**src/hdl/msl_pkg.sv**
```systemverilog
// Constants shared by the meter serial link design
package msl_pkg;
	// ****************************************
	// Register map and field layout
	// ****************************************
	localparam logic [15:0] CFG_REG_ADDR = 16'h0004;
	localparam logic [15:0] ENERGY_HI_ADDR = 16'h000C;
	localparam logic [15:0] ENERGY_LO_ADDR = 16'h000D;
	localparam logic [15:0] CFG_RESET = 16'h0105;
	localparam int SLAVE_MSB = 15;
	localparam int SLAVE_LSB = 8;
	localparam int FMT_MSB = 7;
	localparam int FMT_LSB = 6;
	localparam int RATE_MSB = 5;
	localparam int RATE_LSB = 0;
	localparam logic [7:0] BROADCAST_ADDR = 8'h00;
	localparam logic [15:0] CT_RATIO_RESET = 16'h0001;
	// ****************************************
	// Character formats
	// ****************************************
	localparam logic [1:0] FMT_N81 = 2'h0;
	localparam logic [1:0] FMT_E81 = 2'h1;
	localparam logic [1:0] FMT_O81 = 2'h2;
	localparam logic [1:0] FMT_N82 = 2'h3;
	// ****************************************
	// Rate codes (low six bits of config)
	// ****************************************
	localparam logic [5:0] RATE_1200 = 6'h02;
	localparam logic [5:0] RATE_2400 = 6'h03;
	localparam logic [5:0] RATE_4800 = 6'h04;
	localparam logic [5:0] RATE_9600 = 6'h05;
	// ****************************************
	// Protocol
	// ****************************************
	localparam logic [7:0] FC_READ = 8'h03;
	localparam logic [7:0] FC_WRITE = 8'h10;
	localparam logic [15:0] CRC_INIT = 16'hFFFF;
	localparam logic [15:0] CRC_POLY = 16'hA001;
	// ****************************************
	// Timing
	// ****************************************
	localparam int unsigned CLK_HZ = 125_000_000;
	localparam int unsigned BASE_BAUD = 9600;
	localparam int unsigned OVERSAMPLE = 16;
	localparam int unsigned OS_DIV = CLK_HZ / (BASE_BAUD * OVERSAMPLE);
	localparam int unsigned GAP_BITS = 39;
	localparam int unsigned GAP_TICKS = GAP_BITS * OVERSAMPLE;
	localparam int unsigned REFRESH_MS = 1000;
	localparam int unsigned REFRESH_CYCLES = (CLK_HZ / 1000) * REFRESH_MS;
endpackage : msl_pkg

```
**src/hdl/msl_if.sv**
```systemverilog
// Byte stream carrier between the frame core and the serial engine
`timescale 1ns/1ps
interface msl_if;
	logic [1:0] fmt;
	logic os_tick;
	logic rx_valid;
	logic [7:0] rx_data;
	logic rx_err;
	logic rx_busy;
	logic tx_valid;
	logic [7:0] tx_data;
	logic tx_ready;
	logic tx_busy;
	modport core (output fmt, os_tick, tx_valid, tx_data,
		input rx_valid, rx_data, rx_err, rx_busy, tx_ready, tx_busy);
	modport engine (input fmt, os_tick, tx_valid, tx_data,
		output rx_valid, rx_data, rx_err, rx_busy, tx_ready, tx_busy);
endinterface : msl_if

```
**src/hdl/msl_uart.sv**
```systemverilog
// Serial character engine: 16x oversampled receiver and transmitter
`timescale 1ns/1ps
module msl_uart (
	// Clock and reset
	input wire logic clk,
	input wire logic reset_n,
	// Line
	input wire logic rxd,
	output logic txd,
	// Core side
	msl_if.engine port
);
	typedef enum logic {MU_IDLE, MU_RUN} msl_ph_t;
	msl_ph_t rx_st_q, rx_st_d, tx_st_q, tx_st_d;
	logic [3:0] rx_os_q, rx_os_d, rx_bit_q, rx_bit_d;
	logic [3:0] tx_os_q, tx_os_d, tx_bit_q, tx_bit_d;
	logic [7:0] rx_sh_q, rx_sh_d;
	logic rx_err_q, rx_err_d, rx_vld_q, rx_vld_d;
	logic [11:0] tx_sh_q, tx_sh_d;
	logic txd_q, txd_d;
	logic par_en, par_odd;
	logic [3:0] nbits;

	assign par_en = (port.fmt == msl_pkg::FMT_E81) ||
		(port.fmt == msl_pkg::FMT_O81);
	assign par_odd = (port.fmt == msl_pkg::FMT_O81);
	assign nbits = (port.fmt == msl_pkg::FMT_N81) ? 4'hA : 4'hB;
	assign port.rx_busy = (rx_st_q == MU_RUN);
	assign port.rx_valid = rx_vld_q;
	assign port.rx_data = rx_sh_q;
	assign port.rx_err = rx_err_q;
	assign port.tx_ready = (tx_st_q == MU_IDLE);
	assign port.tx_busy = (tx_st_q == MU_RUN);
	assign txd = txd_q;

	// ****************************************
	// Receiver
	// ****************************************
	always_comb begin
		rx_st_d = rx_st_q;
		rx_os_d = rx_os_q;
		rx_bit_d = rx_bit_q;
		rx_sh_d = rx_sh_q;
		rx_err_d = rx_err_q;
		rx_vld_d = 1'b0;
		case (rx_st_q)
			MU_IDLE: begin
				if (port.os_tick && !rxd) begin
					rx_st_d = MU_RUN;
					rx_os_d = 4'h1;
					rx_bit_d = 4'h0;
					rx_err_d = 1'b0;
				end
			end
			MU_RUN: begin
				if (port.os_tick) begin
					rx_os_d = rx_os_q + 4'h1;
					// Mid-bit sample
					if (rx_os_q == 4'h7) begin
						rx_bit_d = rx_bit_q + 4'h1;
						if (rx_bit_q == 4'h0) begin
							// Glitch, not a start bit
							if (rxd) begin
								rx_st_d = MU_IDLE;
							end
						end else if (rx_bit_q <= 4'h8) begin
							rx_sh_d = {rxd, rx_sh_q[7:1]};
						end else if (rx_bit_q == 4'h9 && par_en) begin
							if (rxd != ((^rx_sh_q) ^ par_odd)) begin
								rx_err_d = 1'b1;
							end
						end else if (!rxd) begin
							rx_err_d = 1'b1;
						end
						if (rx_bit_q == nbits - 4'h1) begin
							rx_st_d = MU_IDLE;
							rx_vld_d = 1'b1;
						end
					end
				end
			end
			default: rx_st_d = MU_IDLE;
		endcase
	end

	// ****************************************
	// Transmitter
	// ****************************************
	always_comb begin
		tx_st_d = tx_st_q;
		tx_os_d = tx_os_q;
		tx_bit_d = tx_bit_q;
		tx_sh_d = tx_sh_q;
		txd_d = txd_q;
		case (tx_st_q)
			MU_IDLE: begin
				txd_d = 1'b1;
				if (port.tx_valid) begin
					tx_st_d = MU_RUN;
					tx_os_d = 4'h0;
					tx_bit_d = 4'h0;
					tx_sh_d = {2'b11, par_en ? ((^port.tx_data) ^ par_odd)
						: 1'b1, port.tx_data, 1'b0};
				end
			end
			MU_RUN: begin
				txd_d = tx_sh_q[0];
				if (port.os_tick) begin
					tx_os_d = tx_os_q + 4'h1;
					if (tx_os_q == 4'hF) begin
						tx_sh_d = {1'b1, tx_sh_q[11:1]};
						tx_bit_d = tx_bit_q + 4'h1;
						if (tx_bit_q == nbits - 4'h1) begin
							tx_st_d = MU_IDLE;
						end
					end
				end
			end
			default: tx_st_d = MU_IDLE;
		endcase
	end

	always_ff @(posedge clk) begin
		if (!reset_n) begin
			rx_st_q <= MU_IDLE;
			rx_os_q <= 4'h0;
			rx_bit_q <= 4'h0;
			rx_sh_q <= 8'h00;
			rx_err_q <= 1'b0;
			rx_vld_q <= 1'b0;
			tx_st_q <= MU_IDLE;
			tx_os_q <= 4'h0;
			tx_bit_q <= 4'h0;
			tx_sh_q <= 12'hFFF;
			txd_q <= 1'b1;
		end else begin
			rx_st_q <= rx_st_d;
			rx_os_q <= rx_os_d;
			rx_bit_q <= rx_bit_d;
			rx_sh_q <= rx_sh_d;
			rx_err_q <= rx_err_d;
			rx_vld_q <= rx_vld_d;
			tx_st_q <= tx_st_d;
			tx_os_q <= tx_os_d;
			tx_bit_q <= tx_bit_d;
			tx_sh_q <= tx_sh_d;
			txd_q <= txd_d;
		end
	end
endmodule : msl_uart

```
**src/hdl/msl_top.sv**
```systemverilog
// Modbus-RTU slave link of the energy meter, with config and energy count
// Notes on behaviour
// - Formats n81, e81, o81 and n82, always eight data bits.
// - Rates 1200, 2400, 4800, 9600 shared by receiver and transmitter.
// - Ships as address 1, 9600, n81, 1000 ms refresh, ratio one.
// - Energy is 32-bit unsigned, restorable after power loss, no early wrap.
// - Config register at word 0004H, read and write, resets to 0105H.
// - Config high byte is own slave address, unicast 1 through 255.
// - Address zero is broadcast, never an individual device.
// - Low byte top two bits select format 00 n81 to 11 n82.
// - Energy pulse output idles low, pulses with active energy.
// - Indicator lit when powered, blinks during serial traffic.
// - Frame is address, function, data, then CRC16 low byte first.
// - Any received error means no reply.
// - Reply only to own address; otherwise line stays idle.
// - Config read with 03H and written with 10H.
`timescale 1ns/1ps
module msl_top #(
	parameter int unsigned REFRESH_CYCLES = msl_pkg::REFRESH_CYCLES,
	// Lowered only in simulation, to keep serial runs short
	parameter int unsigned OS_DIV = msl_pkg::OS_DIV
) (
	// Clock and reset
	input wire logic clk,
	input wire logic reset_n,
	// Serial line
	input wire logic rxd,
	output logic txd,
	// Energy
	input wire logic energy_tick_in,
	input wire logic energy_restore_en,
	input wire logic [31:0] energy_restore_val,
	output logic [31:0] energy_count,
	output logic energy_pulse_out,
	// Status
	output logic activity_led,
	output logic refresh_tick,
	output logic [15:0] ct_ratio,
	output logic [15:0] cfg_value
);
	typedef enum logic [1:0] {MS_RX, MS_TX, MS_DONE} msl_state_t;
	msl_if lnk();

	msl_state_t st_q, st_d;
	logic [15:0] cfg_q, cfg_d, pend_q, pend_d;
	logic pend_v_q, pend_v_d;
	logic [31:0] en_q, en_d;
	logic [9:0] div_q, div_d, gap_q, gap_d;
	logic [2:0] pre_q, pre_d, shift;
	logic [31:0] rf_q, rf_d;
	logic rf_tick_q, rf_tick_d, pulse_q, pulse_d, led_q, led_d;
	logic [3:0] idx_q, idx_d, ti_q, ti_d, len_q, len_d;
	logic err_q, err_d;
	logic [15:0] crc_q, crc_d;
	logic [7:0] f_adr_q, f_adr_d, f_fc_q, f_fc_d, f_bc_q, f_bc_d;
	logic [15:0] f_st_q, f_st_d, f_qt_q, f_qt_d;
	logic [31:0] f_dat_q, f_dat_d;
	logic base_tick, os_tick, rd_ok, wr_cfg, wr_en, own, frame_ok;
	logic [7:0] tx_byte, own_adr;
	logic [15:0] rd_word, rd_adr;

	msl_uart u_uart (
		.clk(clk),
		.reset_n(reset_n),
		.rxd(rxd),
		.txd(txd),
		.port(lnk.engine)
	);

	function automatic logic [15:0] crc_byte(input logic [15:0] c,
		input logic [7:0] b);
		logic [15:0] r;
		r = c ^ {8'h00, b};
		for (int i = 0; i < 8; i++) begin
			r = r[0] ? ((r >> 1) ^ msl_pkg::CRC_POLY) : (r >> 1);
		end
		return r;
	endfunction : crc_byte

	// ****************************************
	// Rate generation
	// ****************************************
	always_comb begin
		case (cfg_q[msl_pkg::RATE_MSB:msl_pkg::RATE_LSB])
			msl_pkg::RATE_1200: shift = 3'h3;
			msl_pkg::RATE_2400: shift = 3'h2;
			msl_pkg::RATE_4800: shift = 3'h1;
			// Unknown codes fall back to the fastest rate
			default: shift = 3'h0;
		endcase
	end
	assign base_tick = (div_q == 10'(OS_DIV - 1));
	assign os_tick = base_tick &&
		((pre_q & 3'((4'h1 << shift) - 4'h1)) == 3'h0);
	assign lnk.os_tick = os_tick;
	assign lnk.fmt = cfg_q[msl_pkg::FMT_MSB:msl_pkg::FMT_LSB];

	// ****************************************
	// Request checks
	// ****************************************
	assign own_adr = cfg_q[msl_pkg::SLAVE_MSB:msl_pkg::SLAVE_LSB];
	assign own = (f_adr_q == own_adr);
	assign rd_ok = (f_fc_q == msl_pkg::FC_READ) && (idx_q == 4'h8) &&
		(((f_st_q == msl_pkg::CFG_REG_ADDR) && (f_qt_q == 16'h0001)) ||
		((f_st_q == msl_pkg::ENERGY_HI_ADDR) && (f_qt_q == 16'h0001 ||
		f_qt_q == 16'h0002)) || ((f_st_q == msl_pkg::ENERGY_LO_ADDR) &&
		(f_qt_q == 16'h0001)));
	assign wr_cfg = (f_fc_q == msl_pkg::FC_WRITE) && (idx_q == 4'hB) &&
		(f_st_q == msl_pkg::CFG_REG_ADDR) && (f_qt_q == 16'h0001) &&
		(f_bc_q == 8'h02) &&
		(f_dat_q[31:24] != msl_pkg::BROADCAST_ADDR);
	assign wr_en = (f_fc_q == msl_pkg::FC_WRITE) && (idx_q == 4'hD) &&
		(f_st_q == msl_pkg::ENERGY_HI_ADDR) && (f_qt_q == 16'h0002) &&
		(f_bc_q == 8'h04);
	assign frame_ok = !err_q && (crc_q == 16'h0000) &&
		(own || f_adr_q == msl_pkg::BROADCAST_ADDR) &&
		(rd_ok || wr_cfg || wr_en);

	// ****************************************
	// Reply bytes
	// ****************************************
	always_comb begin
		rd_adr = f_st_q + 16'({12'h000, ti_q - 4'h3} >> 1);
		case (rd_adr)
			msl_pkg::CFG_REG_ADDR: rd_word = cfg_q;
			msl_pkg::ENERGY_HI_ADDR: rd_word = en_q[31:16];
			default: rd_word = en_q[15:0];
		endcase
		if (ti_q == len_q - 4'h2) begin
			tx_byte = crc_q[7:0];
		end else if (ti_q == len_q - 4'h1) begin
			tx_byte = crc_q[15:8];
		end else if (ti_q == 4'h0) begin
			tx_byte = own_adr;
		end else if (ti_q == 4'h1) begin
			tx_byte = f_fc_q;
		end else if (f_fc_q == msl_pkg::FC_WRITE) begin
			case (ti_q)
				4'h2: tx_byte = f_st_q[15:8];
				4'h3: tx_byte = f_st_q[7:0];
				4'h4: tx_byte = f_qt_q[15:8];
				default: tx_byte = f_qt_q[7:0];
			endcase
		end else if (ti_q == 4'h2) begin
			tx_byte = {f_qt_q[6:0], 1'b0};
		end else begin
			tx_byte = ti_q[0] ? rd_word[15:8] : rd_word[7:0];
		end
	end
	assign lnk.tx_valid = (st_q == MS_TX) && (ti_q != len_q);
	assign lnk.tx_data = tx_byte;

	// ****************************************
	// Frame engine and registers
	// ****************************************
	always_comb begin
		st_d = st_q;
		cfg_d = cfg_q;
		pend_d = pend_q;
		pend_v_d = pend_v_q;
		en_d = en_q;
		idx_d = idx_q;
		ti_d = ti_q;
		len_d = len_q;
		err_d = err_q;
		crc_d = crc_q;
		f_adr_d = f_adr_q;
		f_fc_d = f_fc_q;
		f_bc_d = f_bc_q;
		f_st_d = f_st_q;
		f_qt_d = f_qt_q;
		f_dat_d = f_dat_q;
		gap_d = gap_q;
		if (energy_tick_in) begin
			en_d = en_q + 32'h0000_0001;
		end
		case (st_q)
			MS_RX: begin
				if (lnk.rx_busy) begin
					gap_d = 10'h000;
				end else if (os_tick && gap_q != 10'(msl_pkg::GAP_TICKS)) begin
					gap_d = gap_q + 10'h001;
				end
				if (lnk.rx_valid) begin
					crc_d = crc_byte(crc_q, lnk.rx_data);
					err_d = err_q || lnk.rx_err || (idx_q == 4'hF);
					if (idx_q != 4'hF) begin
						idx_d = idx_q + 4'h1;
					end
					case (idx_q)
						4'h0: f_adr_d = lnk.rx_data;
						4'h1: f_fc_d = lnk.rx_data;
						4'h2: f_st_d[15:8] = lnk.rx_data;
						4'h3: f_st_d[7:0] = lnk.rx_data;
						4'h4: f_qt_d[15:8] = lnk.rx_data;
						4'h5: f_qt_d[7:0] = lnk.rx_data;
						4'h6: f_bc_d = lnk.rx_data;
						4'h7: f_dat_d[31:24] = lnk.rx_data;
						4'h8: f_dat_d[23:16] = lnk.rx_data;
						4'h9: f_dat_d[15:8] = lnk.rx_data;
						4'hA: f_dat_d[7:0] = lnk.rx_data;
						default: ;
					endcase
				end else if (gap_q == 10'(msl_pkg::GAP_TICKS) &&
					idx_q != 4'h0) begin
					idx_d = 4'h0;
					err_d = 1'b0;
					crc_d = msl_pkg::CRC_INIT;
					if (frame_ok) begin
						if (wr_en) begin
							en_d = f_dat_q;
						end
						if (wr_cfg && !own) begin
							cfg_d = f_dat_q[31:16];
						end else if (wr_cfg) begin
							pend_d = f_dat_q[31:16];
							pend_v_d = 1'b1;
						end
						if (own) begin
							st_d = MS_TX;
							ti_d = 4'h0;
							len_d = rd_ok ? 4'(5 + 2 * f_qt_q) : 4'h8;
						end
					end
				end
			end
			MS_TX: begin
				if (lnk.tx_valid && lnk.tx_ready) begin
					ti_d = ti_q + 4'h1;
					if (ti_q < len_q - 4'h2) begin
						crc_d = crc_byte(crc_q, tx_byte);
					end
				end else if (ti_q == len_q) begin
					st_d = MS_DONE;
				end
			end
			MS_DONE: begin
				// Wait for the last stop bit to leave the pin
				if (!lnk.tx_busy) begin
					if (pend_v_q) begin
						cfg_d = pend_q;
					end
					pend_v_d = 1'b0;
					crc_d = msl_pkg::CRC_INIT;
					gap_d = 10'h000;
					st_d = MS_RX;
				end
			end
			default: st_d = MS_RX;
		endcase
		if (energy_restore_en) begin
			en_d = energy_restore_val;
		end
	end

	// ****************************************
	// Dividers, pulse and indicator
	// ****************************************
	always_comb begin
		div_d = base_tick ? 10'h000 : div_q + 10'h001;
		pre_d = base_tick ? pre_q + 3'h1 : pre_q;
		rf_tick_d = (rf_q == REFRESH_CYCLES - 1);
		rf_d = rf_tick_d ? 32'h0000_0000 : rf_q + 32'h0000_0001;
		pulse_d = energy_tick_in;
		led_d = !(lnk.rx_busy || lnk.tx_busy);
	end

	always_ff @(posedge clk) begin
		if (!reset_n) begin
			st_q <= MS_RX;
			cfg_q <= msl_pkg::CFG_RESET;
			pend_q <= msl_pkg::CFG_RESET;
			pend_v_q <= 1'b0;
			en_q <= 32'h0000_0000;
			idx_q <= 4'h0;
			ti_q <= 4'h0;
			len_q <= 4'h8;
			err_q <= 1'b0;
			crc_q <= msl_pkg::CRC_INIT;
			f_adr_q <= 8'h00;
			f_fc_q <= 8'h00;
			f_bc_q <= 8'h00;
			f_st_q <= 16'h0000;
			f_qt_q <= 16'h0000;
			f_dat_q <= 32'h0000_0000;
			gap_q <= 10'h000;
			div_q <= 10'h000;
			pre_q <= 3'h0;
			rf_q <= 32'h0000_0000;
			rf_tick_q <= 1'b0;
			pulse_q <= 1'b0;
			led_q <= 1'b1;
		end else begin
			st_q <= st_d;
			cfg_q <= cfg_d;
			pend_q <= pend_d;
			pend_v_q <= pend_v_d;
			en_q <= en_d;
			idx_q <= idx_d;
			ti_q <= ti_d;
			len_q <= len_d;
			err_q <= err_d;
			crc_q <= crc_d;
			f_adr_q <= f_adr_d;
			f_fc_q <= f_fc_d;
			f_bc_q <= f_bc_d;
			f_st_q <= f_st_d;
			f_qt_q <= f_qt_d;
			f_dat_q <= f_dat_d;
			gap_q <= gap_d;
			div_q <= div_d;
			pre_q <= pre_d;
			rf_q <= rf_d;
			rf_tick_q <= rf_tick_d;
			pulse_q <= pulse_d;
			led_q <= led_d;
		end
	end

	assign energy_count = en_q;
	assign energy_pulse_out = pulse_q;
	assign activity_led = led_q;
	assign refresh_tick = rf_tick_q;
	assign ct_ratio = msl_pkg::CT_RATIO_RESET;
	assign cfg_value = cfg_q;
endmodule : msl_top

```
**config.mk**
```make
export PLATFORM = sky130hd
export DESIGN_NAME = msl_top
export DESIGN_NICKNAME = d
export VERILOG_FILES = /design/src/hdl/msl_pkg.sv /design/src/hdl/msl_if.sv /design/src/hdl/msl_uart.sv /design/src/hdl/msl_top.sv
export SDC_FILE = /design/constraint.sdc
export NUM_CORES = 1
export LEC_CHECK = 0
export ABC_CLOCK_PERIOD_IN_PS = 7500
export BUFFER_PORTS_ARGS = -buffer_cell sky130_fd_sc_hd__buf_2
export CORE_AREA = 2 2 162 203
export CTS_CLUSTER_SIZE = 40
export DETAILED_ROUTE_END_ITERATION = 10
export DIE_AREA = 0 0 164 205
export GPL_TIMING_DRIVEN = 0
export PLACE_DENSITY = 0.69
export SYNTH_ARGS = -nofsm -noshare
export SYNTH_HDL_FRONTEND = slang
export SYNTH_SLANG_ARGS = --single-unit
```
**constraint.sdc**
```tcl
create_clock -name clk -period 7.5 [get_ports clk]
set_input_delay 1.5 -clock clk [delete_from_list [all_inputs] [get_ports clk]]
set_output_delay 1.5 -clock clk [all_outputs]
set_load 0.02 [all_outputs]
```
### After elaboration in Yosys (flattened, before gate mapping)

Index checks and enable logic that the tools add are counted.

* equal/unequal tests: 77
* bitwise operators: 27
* add/sub/neg operators: 18
* magnitude comparators: 2
* shift operators: 1
* multiplexer cells: 119
* reductions and logical operators: 85

Operators with widths (number)
* $mux W16: 27
* $mux W32: 7
* $mux W4: 18
* $add A32 B1 Y32 const B: 2
* $pmux W16 S2: 2
* $mux W8: 7
* $eq A16 B4 Y1 const B: 3
* $not A2 Y3: 16
* $pmux W16 S3: 1
* $reduce_and A3 Y1: 15
* $pmux W4 S2: 5
* $mux W12: 3
* $ne A2 B2 Y1 const B: 18
* $eq A16 B3 Y1 const B: 2
* $eq A32 B27 Y1 const B: 1
* $eq A4 B4 Y1 const B: 8
* $xor A16 B8 Y16: 2
* $mux W10: 3
* $mux W1: 29
* $reduce_and A7 Y1: 4
* $logic_and A1 B1 Y1: 25
* $add A4 B1 Y4 const B: 6
* $eq A4 B3 Y1 const B: 6
* $pmux W12 S2: 1
* other kinds (56): 118

* output and inout bits: 68
* register bits: 283

### Logic depth before layout (Yosys ltp)

Gate-level depths: netlist of run 1.

* depth after elaboration: 31
* mapped depth: 20
* gate-level depth less buffers: 19

### Modules after synthesis

Synthesis of run 1 repeated with hierarchy kept, for this count alone.

* cell total of the unflattened synthesis: 1955
* area total of the unflattened synthesis: 15598.7 um^2

By module, submodules not included
* msl_top: times used 1, cells an instance 1719, sequential area each 4844.6 um^2, area each 13526.7 um^2
* msl_uart: times used 1, cells an instance 236, sequential area each 780.7 um^2, area each 2072.0 um^2

### Worst setup path before layout of run 1

Ideal clock, no wire load.

* path type: reg-to-reg
* start point: register ti_q[0]
* end point: register crc_q[0]
* arrival time: 5.098 ns
* buffers on the path: 3
* data required time: 7.366 ns
* cell stages (with the launch flop): 21
* library setup time: 0.134 ns
* setup slack: 2.268 ns
* clock period less this slack: 5.232 ns
* cells stage by stage: dfxtp_1 -> clkbuf_1 -> buf_1 -> a21oi_1 -> xor2_1 -> ha_1 -> a21oi_1 -> a21bo_1 -> buf_6 -> or4_4 -> a211oi_2 -> nor4b_4 -> mux2_2 -> o21ai_0 -> nand2_1 -> xnor2_1 -> xnor2_1 -> xnor3_1 -> nand2_1 -> xor2_1 -> o211ai_2

* word-level cells in the longest chain between the ends: 24

RTL lines
* start: declaration: line msl_top.sv:52 `logic [3:0] idx_q, idx_d, ti_q, ti_d, len_q, len_d;`
* start signal: assignment: line msl_top.sv:300 `ti_q <= ti_d;`
* $sub A4 B2 Y4: line msl_top.sv:123 `rd_adr = f_st_q + 16'({12'h000, ti_q - 4'h3} >> 1);`
* $add A16 B3 Y16: line msl_top.sv:123
* $eq A16 B4 Y1 or $eq A16 B3 Y1 (tied branches): line msl_top.sv:124 `case (rd_adr)`
* $pmux W16 S2: line msl_top.sv:124
* $mux W8: line msl_top.sv:147 `tx_byte = ti_q[0] ? rd_word[15:8] : rd_word[7:0];`
* $mux W8: line msl_top.sv:144 `end else if (ti_q == 4'h2) begin`
* $mux W8: line msl_top.sv:137 `end else if (f_fc_q == msl_pkg::FC_WRITE) begin`
* $mux W8: line msl_top.sv:135 `end else if (ti_q == 4'h1) begin`
* (+2 left out)
* $mux W8: line msl_top.sv:129 `if (ti_q == len_q - 4'h2) begin`
* $xor A16 B8 Y16: line msl_top.sv:73 `r = c ^ {8'h00, b};`
* $mux W16 or $not A2 Y3 (tied branches) (6 in a row)
* $not A2 Y3 (no source line) or $mux W16 (tied branches)
* $mux W16 (2 in a row): line msl_top.sv:75 `r = r[0] ? ((r >> 1) ^ msl_pkg::CRC_POLY) : (r >> 1);`
* $mux W16: line msl_top.sv:230 `if (ti_q < len_q - 4'h2) begin`
* $mux W16: line msl_top.sv:228 `if (lnk.tx_valid && lnk.tx_ready) begin`
* $pmux W16 S3: line msl_top.sv:177 `case (st_q)`
* end signal: assignment: line msl_top.sv:279 `crc_q <= msl_pkg::CRC_INIT;`
* end signal: assignment: line msl_top.sv:303 `crc_q <= crc_d;`
* end: declaration: line msl_top.sv:54 `logic [15:0] crc_q, crc_d;`

Parallel ways exist; a longest one is shown, timed or not. The select of a mux whose other input is x is not followed.
A chain may end at the register's enable or synchronous reset.

### Final worst setup path of run 1

Ends and elaborated chain as after synthesis.

==> qor.csv, run 1 <==
stage,metric,value,unit
final_layout,Final Net Count,2156,
worst_setup_path,start of the worst register-to-register path,ti_q[0]$_SDFFE_PN0P_,
pwr,VDD IR-drop max,0.199,mV
timing,"Hold Vio Cnt, Final",0,
logic_synthesis,post-synthesis cell count,1948,
routing,per-cell routed wire length,19.8,um
worst_setup_path,Crit path required time,7930,ps
flow_run,Max Cap Viol,0,
place,dpl hpwl,38200,um
logic_synthesis,Yosys cell types,88,
floorplanning,Initial Util,49.5,%
global_routing,total global-route track usage,29.5,%
outcome,status,completed,
timing,"Period Utilization, post-route",92.4,%
worst_setup_path,CP startpoint,ti_q[0]$_SDFFE_PN0P_,
final_layout,Sequential Area,0.00563,sq mm
clocking,CTS tree,yes,
clocking,Max Buffers Root-to-Sink,3,
routing,First DRT Iteration DRCs,1009,
final_layout,area of the multi-input gates,0.00936,sq mm
global_routing,largest net degree at the start of global routing,16,
global_routing,antenna violations before repair,0,
logic_synthesis,Main synth FF type,dfxtp_1,
final_layout,area growth from synthesis to layout,13.6,%
routing,detailed-route vias per instance,5.86,
clocking,Clock Pin Slew Worst Setup and Hold Paths,60,ps
worst_setup_path,critical path cell sequence,clkbuf_1 -> buf_1 -> a21oi_1 -> xor2_1 -> ha_1 -> nand3_1 -> a21bo_1 -> buf_6 -> or4_4 -> a211oi_2 -> nor4b_4 -> mux2_2 -> o21ai_0 -> nand2_1 -> xnor2_1 -> xnor2_1 -> xnor3_1 -> nand2_1 -> xor2_1 -> o211ai_2,
floorplanning,Core Box Area,0.0317,sq mm
timing,setup TNS,0,ps
floorplanning,Die Width,164,um
clocking,Clk Tree Root Cell,clkbuf_16,
timing,slew margin rel.,13.8,%
clocking,post-CTS setup buffer count,0,
logic_synthesis,Synth warnings,0,
final_layout,layout cells sized above 1,9.31,%
min_path,Hold WC Path Type,reg2reg,
global_routing,grt ovf,0,
min_path,min-delay src,u_uart.tx_sh_q[0]$_SDFFE_PN1P_,
timing,RSZ-0062 raised after global routing,no,
pwr,Cell Pwr Density,188,mW/mm^2
place,dpl ws,634,ps
timing,Slew Limit Fails,0,
final_layout,ant diodes,0,
routing,Initial DRT Pass Iterations,5,
final_layout,"commonest non-fill, non-tap cell in the layout",dfxtp_1,
final_layout,"commonest cells after routing, fill and taps aside","dfxtp_1, nand2_1, nor2_1",
timing,setup ws final,573,ps
clocking,post-cts hold buffer count,0,
logic_synthesis,register area share after synthesis,35.9,%
timing,Fmax achieved,144,MHz
floorplanning,Die H,205,um
worst_setup_path,worst-path fanout max,10,
logic_synthesis,Post-synth EDFFs,0,
logic_synthesis,Synth Cell Area,0.0157,sq mm
global_routing,vias in the first global route,14100,
timing,final worst path period need,6930,ps
routing,routed wire length,49900,um
clocking,TritonCTS Sinks,281,
worst_setup_path,Worst setup EP type,flip-flop,
worst_setup_path,critical setup path kind,reg2reg,
clocking,clock latency on the worst-skew pair,590,ps
timing,Slew @ Worst Pin,1280,ps
clocking,total CTS buffers,31,
worst_setup_path,Setup crit start kind,flip-flop,
global_routing,first-pass GRT wire length,77500,um
worst_setup_path,"slowest stage delay, CP",840,ps
logic_synthesis,Avg Synthesized Cell Area,8.05,sq um
final_layout,"Core Util, Final",56.2,%
logic_synthesis,Async SR Flop Fraction,0,%
timing,WHS,461,ps
worst_setup_path,CP arrival,7360,ps
final_layout,fill count,2957,
timing,Setup Skew,15.1,ps
clocking,PostCTS Resize Cnt,0,
worst_setup_path,Worst path slowest cell,buf_1,
floorplanning,num ports,105,
place,routability cong.,0.981,
pwr,P_leak,6.55,nW
logic_synthesis,flop and latch count out of synthesis,281,
place,port bufs,86,
timing,setup violators final,0,
floorplanning,Die Area,0.0336,sq mm
routing,Final ANT Viol Nets,0,
routing,DRC violation count after routing,0,
floorplanning,# rows,73,
clocking,Clock H-tree levels,1,
routing,via count,14800,
-- report_power, final --
part	total [mW]	switching [mW]	internal [mW]
combinational	0.137	0.0859	0.0511
clock	1.69	0.664	1.03
sequential	1.52	0.0197	1.51
-- area by class of cell --
type,count,area share (%)
multi-input combinational,1504,52.6
clock inverter,20,1.54
tap,412,2.89
inverter,40,0.843
sequential,281,31.6
buffer,137,3.32
clock buffer,38,4.84
timing repair buffer,86,2.42
-- registers in the layout, indices dropped and copies added (netlist names), 2 cells and up --
register	count
u_uart.rx_bit_q	4
u_uart.tx_bit_q	4
f_st_q	16
pre_q	3
crc_q	16
gap_q	10
u_uart.port.rx_data	8
idx_q	4
st_q	2
div_q	10
u_uart.tx_sh_q	10
ti_q	4
rf_q	32
pend_q	16
f_qt_q	16
f_bc_q	8
u_uart.tx_os_q	4
f_adr_q	8
cfg_value	16
f_dat_q	32
len_q	4
energy_count	32
u_uart.rx_os_q	4
f_fc_q	8
-- critical path, delay by kind of cell, from the launching register on --
kind                       cells  cell delay, ps
buffers and inverters          3            1620
and+or+nand+nor                5            1550
xor gates and xnor gates       5            1360
AOI/OAI and AO/OA              5            1030
DFF                            1             440
muxes                          1             400
adders and majority gates      1             360
-- cells by family after synthesis --
logic type	count (synthesis)	share of synthesized area, %
muxes	68	5.05
DFF	281	35.9
adders and majority gates	38	3.08
AOI/OAI and AO/OA	376	16.1
and+or+nand+nor	840	25.7
buffers and inverters	177	4.72
xor gates and xnor gates	166	9.46
other	2	0.0479
-- synthesized netlist by cell type (all sizes together) (11+ instances only) --
master | instances | share of area (%)
a211oi | 41 | 2.0
a21boi | 81 | 3.9
a21oi | 100 | 3.2
a31oi | 11 | 0.48
and3 | 21 | 0.87
buf | 24 | 1.1
clkbuf | 113 | 2.7
dfxtp | 281 | 36
ha | 37 | 3.0
inv | 40 | 0.96
mux2i | 51 | 3.3
nand2 | 248 | 5.9
nand2b | 11 | 0.44
nand3 | 162 | 5.2
nand4 | 28 | 1.1
nor2 | 204 | 4.9
nor2b | 47 | 1.9
nor3 | 21 | 0.67
nor3b | 11 | 0.53
nor4 | 25 | 1.0
o211ai | 16 | 0.80
o21ai | 58 | 1.9
or3 | 13 | 0.53
xnor2 | 86 | 4.9
xor2 | 79 | 4.4
-- layer usage --
| metal | part of all wire, % | vias to the layer above | track usage (%) |
|---|---|---|---|
| li1 | - | 7051 | - |
| met1 | 39 | 7019 | 34.9 |
| met2 | 49 | 526 | 51.8 |
| met3 | 6.1 | 157 | 3.73 |
| met4 | 6.0 | 0 | 15.7 |
| met5 | 0 | - | 0 |
-- path summary, 6_finish.rpt --
kind | slack [ps] | cells past startpoint | endpoint
max | 570 | 20 | crc_q[0]$_SDFFE_PN1P_
min | 460 | 1 | u_uart.txd$_SDFF_PN1_
max reg2reg | 570 | 20 | crc_q[0]$_SDFFE_PN1P_
min reg2reg | 460 | 1 | u_uart.txd$_SDFF_PN1_
-- stage by stage --
step | cell area [sq um] | power (mW) | instances
2_1_floorplan | 15700 | 1.64 | 1962
3_3_place_gp | 16700 | 1.69 | 2460
6_report | 17800 | 3.35 | 2518
4_1_cts | 17800 | 3.36 | 2518
5_1_grt | 17800 | 3.44 | 2518
3_5_place_dp | 16700 | 1.69 | 2460
(Power assumes the default switching activity.)
==> run 2, diff against run 1 <==
--- a/config.mk
+++ b/config.mk
@@ -5,14 +5,17 @@
 export SDC_FILE = /design/constraint.sdc
 export NUM_CORES = 1
 export LEC_CHECK = 0
-export ABC_CLOCK_PERIOD_IN_PS = 7500
+export ABC_CLOCK_PERIOD_IN_PS = 6440
 export BUFFER_PORTS_ARGS = -buffer_cell sky130_fd_sc_hd__buf_2
-export CORE_AREA = 2 2 162 203
+export CELL_PAD_IN_SITES_DETAIL_PLACEMENT = 1
+export CELL_PAD_IN_SITES_GLOBAL_PLACEMENT = 2
+export CORE_AREA = 2 2 188 236
 export CTS_CLUSTER_SIZE = 40
 export DETAILED_ROUTE_END_ITERATION = 10
-export DIE_AREA = 0 0 164 205
+export DIE_AREA = 0 0 190 238
+export GPL_ROUTABILITY_DRIVEN = 0
 export GPL_TIMING_DRIVEN = 0
-export PLACE_DENSITY = 0.69
+export PLACE_DENSITY = 0.82
 export SYNTH_ARGS = -nofsm -noshare
 export SYNTH_HDL_FRONTEND = slang
 export SYNTH_SLANG_ARGS = --single-unit
==> constraint.sdc (replaced) <==
create_clock -name clk -period 6.44 [get_ports clk]
set_input_delay 1.288 -clock clk [delete_from_list [all_inputs] [get_ports clk]]
set_output_delay 1.288 -clock clk [all_outputs]
set_load 0.02 [all_outputs]
==> run 2 against run 1 <==
Effect of this change:
- clock skew increased by 5.5 ps
- clock-buffer cell count grew 10
- critical path depth unchanged
- clock power increased by 11%
- non-clock buffer count grew 2
==> qor.csv, run 2 (same netlist as run 1, synthesis figures left out) <==
stage,metric,value,unit
outcome,status,completed,
clocking,Clock Pin Slew Worst Setup and Hold Paths,60,ps
final_layout,layout cells sized above 1,9.16,%
routing,First DRT Iteration DRCs,805,
worst_setup_path,Crit path required time,6810,ps
floorplanning,Core Box Area,0.0429,sq mm
global_routing,first-pass GRT wire length,91600,um
floorplanning,num ports,105,
floorplanning,Die Area,0.0452,sq mm
place,port bufs,86,
timing,WHS,457,ps
final_layout,Final Cell Area,0.0179,sq mm
flow_run,Max Cap Viol,0,
routing,WL met1,23800,um
min_path,Hold WC Path Type,reg2reg,
final_layout,Post-Layout Cell Count,2673,
timing,final worst path period need,6150,ps
worst_setup_path,Worst setup EP type,flip-flop,
routing,met3 WL,2640,um
final_layout,area growth from synthesis to layout,14.5,%
final_layout,"commonest cells after routing, fill and taps aside","dfxtp_1, nand2_1, nor2_1",
worst_setup_path,Setup crit start kind,flip-flop,
routing,Final ANT Viol Nets,0,
timing,Setup Skew,20.7,ps
timing,Slew Limit Fails,0,
pwr,P_leak,6.53,nW
place,dpl cells,2613,
routing,top sig layer,met4,
routing,routed wire length,59400,um
min_path,hold depth,1,
timing,RSZ-0062 raised after global routing,no,
pwr,Cell Pwr Density,212,mW/mm^2
timing,Slew @ Worst Pin,1450,ps
clocking,total CTS buffers,34,
clocking,CTS tree,yes,
final_layout,Final Net Count,2161,
worst_setup_path,critical setup path kind,reg2reg,
global_routing,antenna violations before repair,1,
floorplanning,Die Width,190,um
clocking,Clock H-tree levels,2,
global_routing,total global-route track usage,26.2,%
clocking,clock latency on the worst-skew pair,530,ps
clocking,TritonCTS Sinks,281,
routing,via count,14900,
final_layout,"commonest non-fill, non-tap cell in the layout",dfxtp_1,
timing,setup violators final,0,
global_routing,largest net degree at the start of global routing,13,
clocking,Clk Tree Root Cell,clkbuf_16,
place,dpl hpwl,45800,um
routing,Initial DRT Pass Iterations,6,
routing,per-cell routed wire length,22.2,um
timing,slew margin rel.,2.90,%
floorplanning,Initial Util,36.6,%
timing,Fmax achieved,163,MHz
routing,DRC violation count after routing,0,
timing,"Hold Vio Cnt, Final",0,
worst_setup_path,worst-path fanout max,10,
place,area after detailed placement,0.0169,sq mm
floorplanning,# rows,85,
worst_setup_path,CP arrival,6520,ps
floorplanning,Die H,238,um
worst_setup_path,Reg2Reg Depth,20,
routing,met2 wire length,29900,um
pwr,VDD IR-drop max,0.197,mV
global_routing,grt ovf,0,
clocking,Max Buffers Root-to-Sink,3,
timing,"Period Utilization, post-route",95.5,%
routing,detailed-route vias per instance,5.59,
global_routing,vias in the first global route,15500,
==> run 2: cell types whose count changed in the layout (fill, tap and decap cells not counted), moves of 2 or more <==
cell / previous run / this run
clkbuf_1: 114 / 120
bufinv_16: 6 / 1
inv_6: 4 / 0
clkbuf_16: 31 / 34
buf_4: 16 / 18
clkinv_2: 7 / 5
clkinvlp_4: 2 / 0
==> run 2: area by class of cell <==
cell class,count,area (sq um)
Antenna cell,1,2.50
Buffer,137,599
Clock buffer,48,963
Clock inverter,9,88.8
Fill cell,5238,24900
Inverter,40,150
Multi-Input combinational cell,1504,9370
Sequential cell,281,5630
Tap cell,565,707
Timing Repair Buffer,88,445
==> run 2: worst max-delay path, stage by stage, from the launching register on <==
cell and delay, ps:
dfxtp_1 390, clkbuf_2 420, clkdlybuf4s15_2 580, a21oi_1 150, xor2_1 170, ha_1 360
a21oi_1 90, a21bo_1 200, buf_6 130, or4_4 480, a211oi_2 270, nor3b_1 810
a31oi_1 220, o21bai_1 200, a211oi_1 110, xnor2_1 320, xnor2_1 210, xnor3_1 460
nand2_1 130, xor2_1 190, o211ai_2 90
==> run 2: path summary, 6_finish.rpt <==
check | from | end | slack, ps
worst max register to register | ti_q[0]$_SDFFE_PN0P_ | crc_q[0]$_SDFFE_PN1P_ | 290
worst min-delay path | u_uart.tx_sh_q[0]$_SDFFE_PN1P_ | u_uart.txd$_SDFF_PN1_ | 460
worst max-delay path | ti_q[0]$_SDFFE_PN0P_ | crc_q[0]$_SDFFE_PN1P_ | 290
worst min register to register | u_uart.tx_sh_q[0]$_SDFFE_PN1P_ | u_uart.txd$_SDFF_PN1_ | 460
==> run 2: where the power goes <==
part | switching (mW) | internal, mW | leakage, nW
registers | 0.0246 | 1.75 | 2.27
clock network | 0.787 | 1.08 | 0.520
logic | 0.106 | 0.0596 | 3.74
==> run 2: metal layers <==
layer | vias to the layer above | global-route usage (%)
met5 | - | 0
met4 | 0 | 12.3
met3 | 147 | 3.75
met2 | 368 | 47.8
met1 | 7375 | 29.9
li1 | 7058 | -
==> run 2: what timing repair did <==
item,CTS,global route
hold buffers,0,0
setup buffers,0,2
endpoints found under the setup margin,8,2
resized for setup,3,0
==> run 2: stage by stage <==
step           total power [mW]  setup TNS (ps)  setup WS [ps]  util [%]
2_1_floorplan              1.91               0           1210         -
6_report                   3.81               0            292      41.9
4_1_cts                    3.84               0           90.1      41.8
5_1_grt                    3.92               0           65.5      41.9
3_3_place_gp               1.98           -1230           -495      39.4
3_5_place_dp               1.98           -1500           -562      39.4
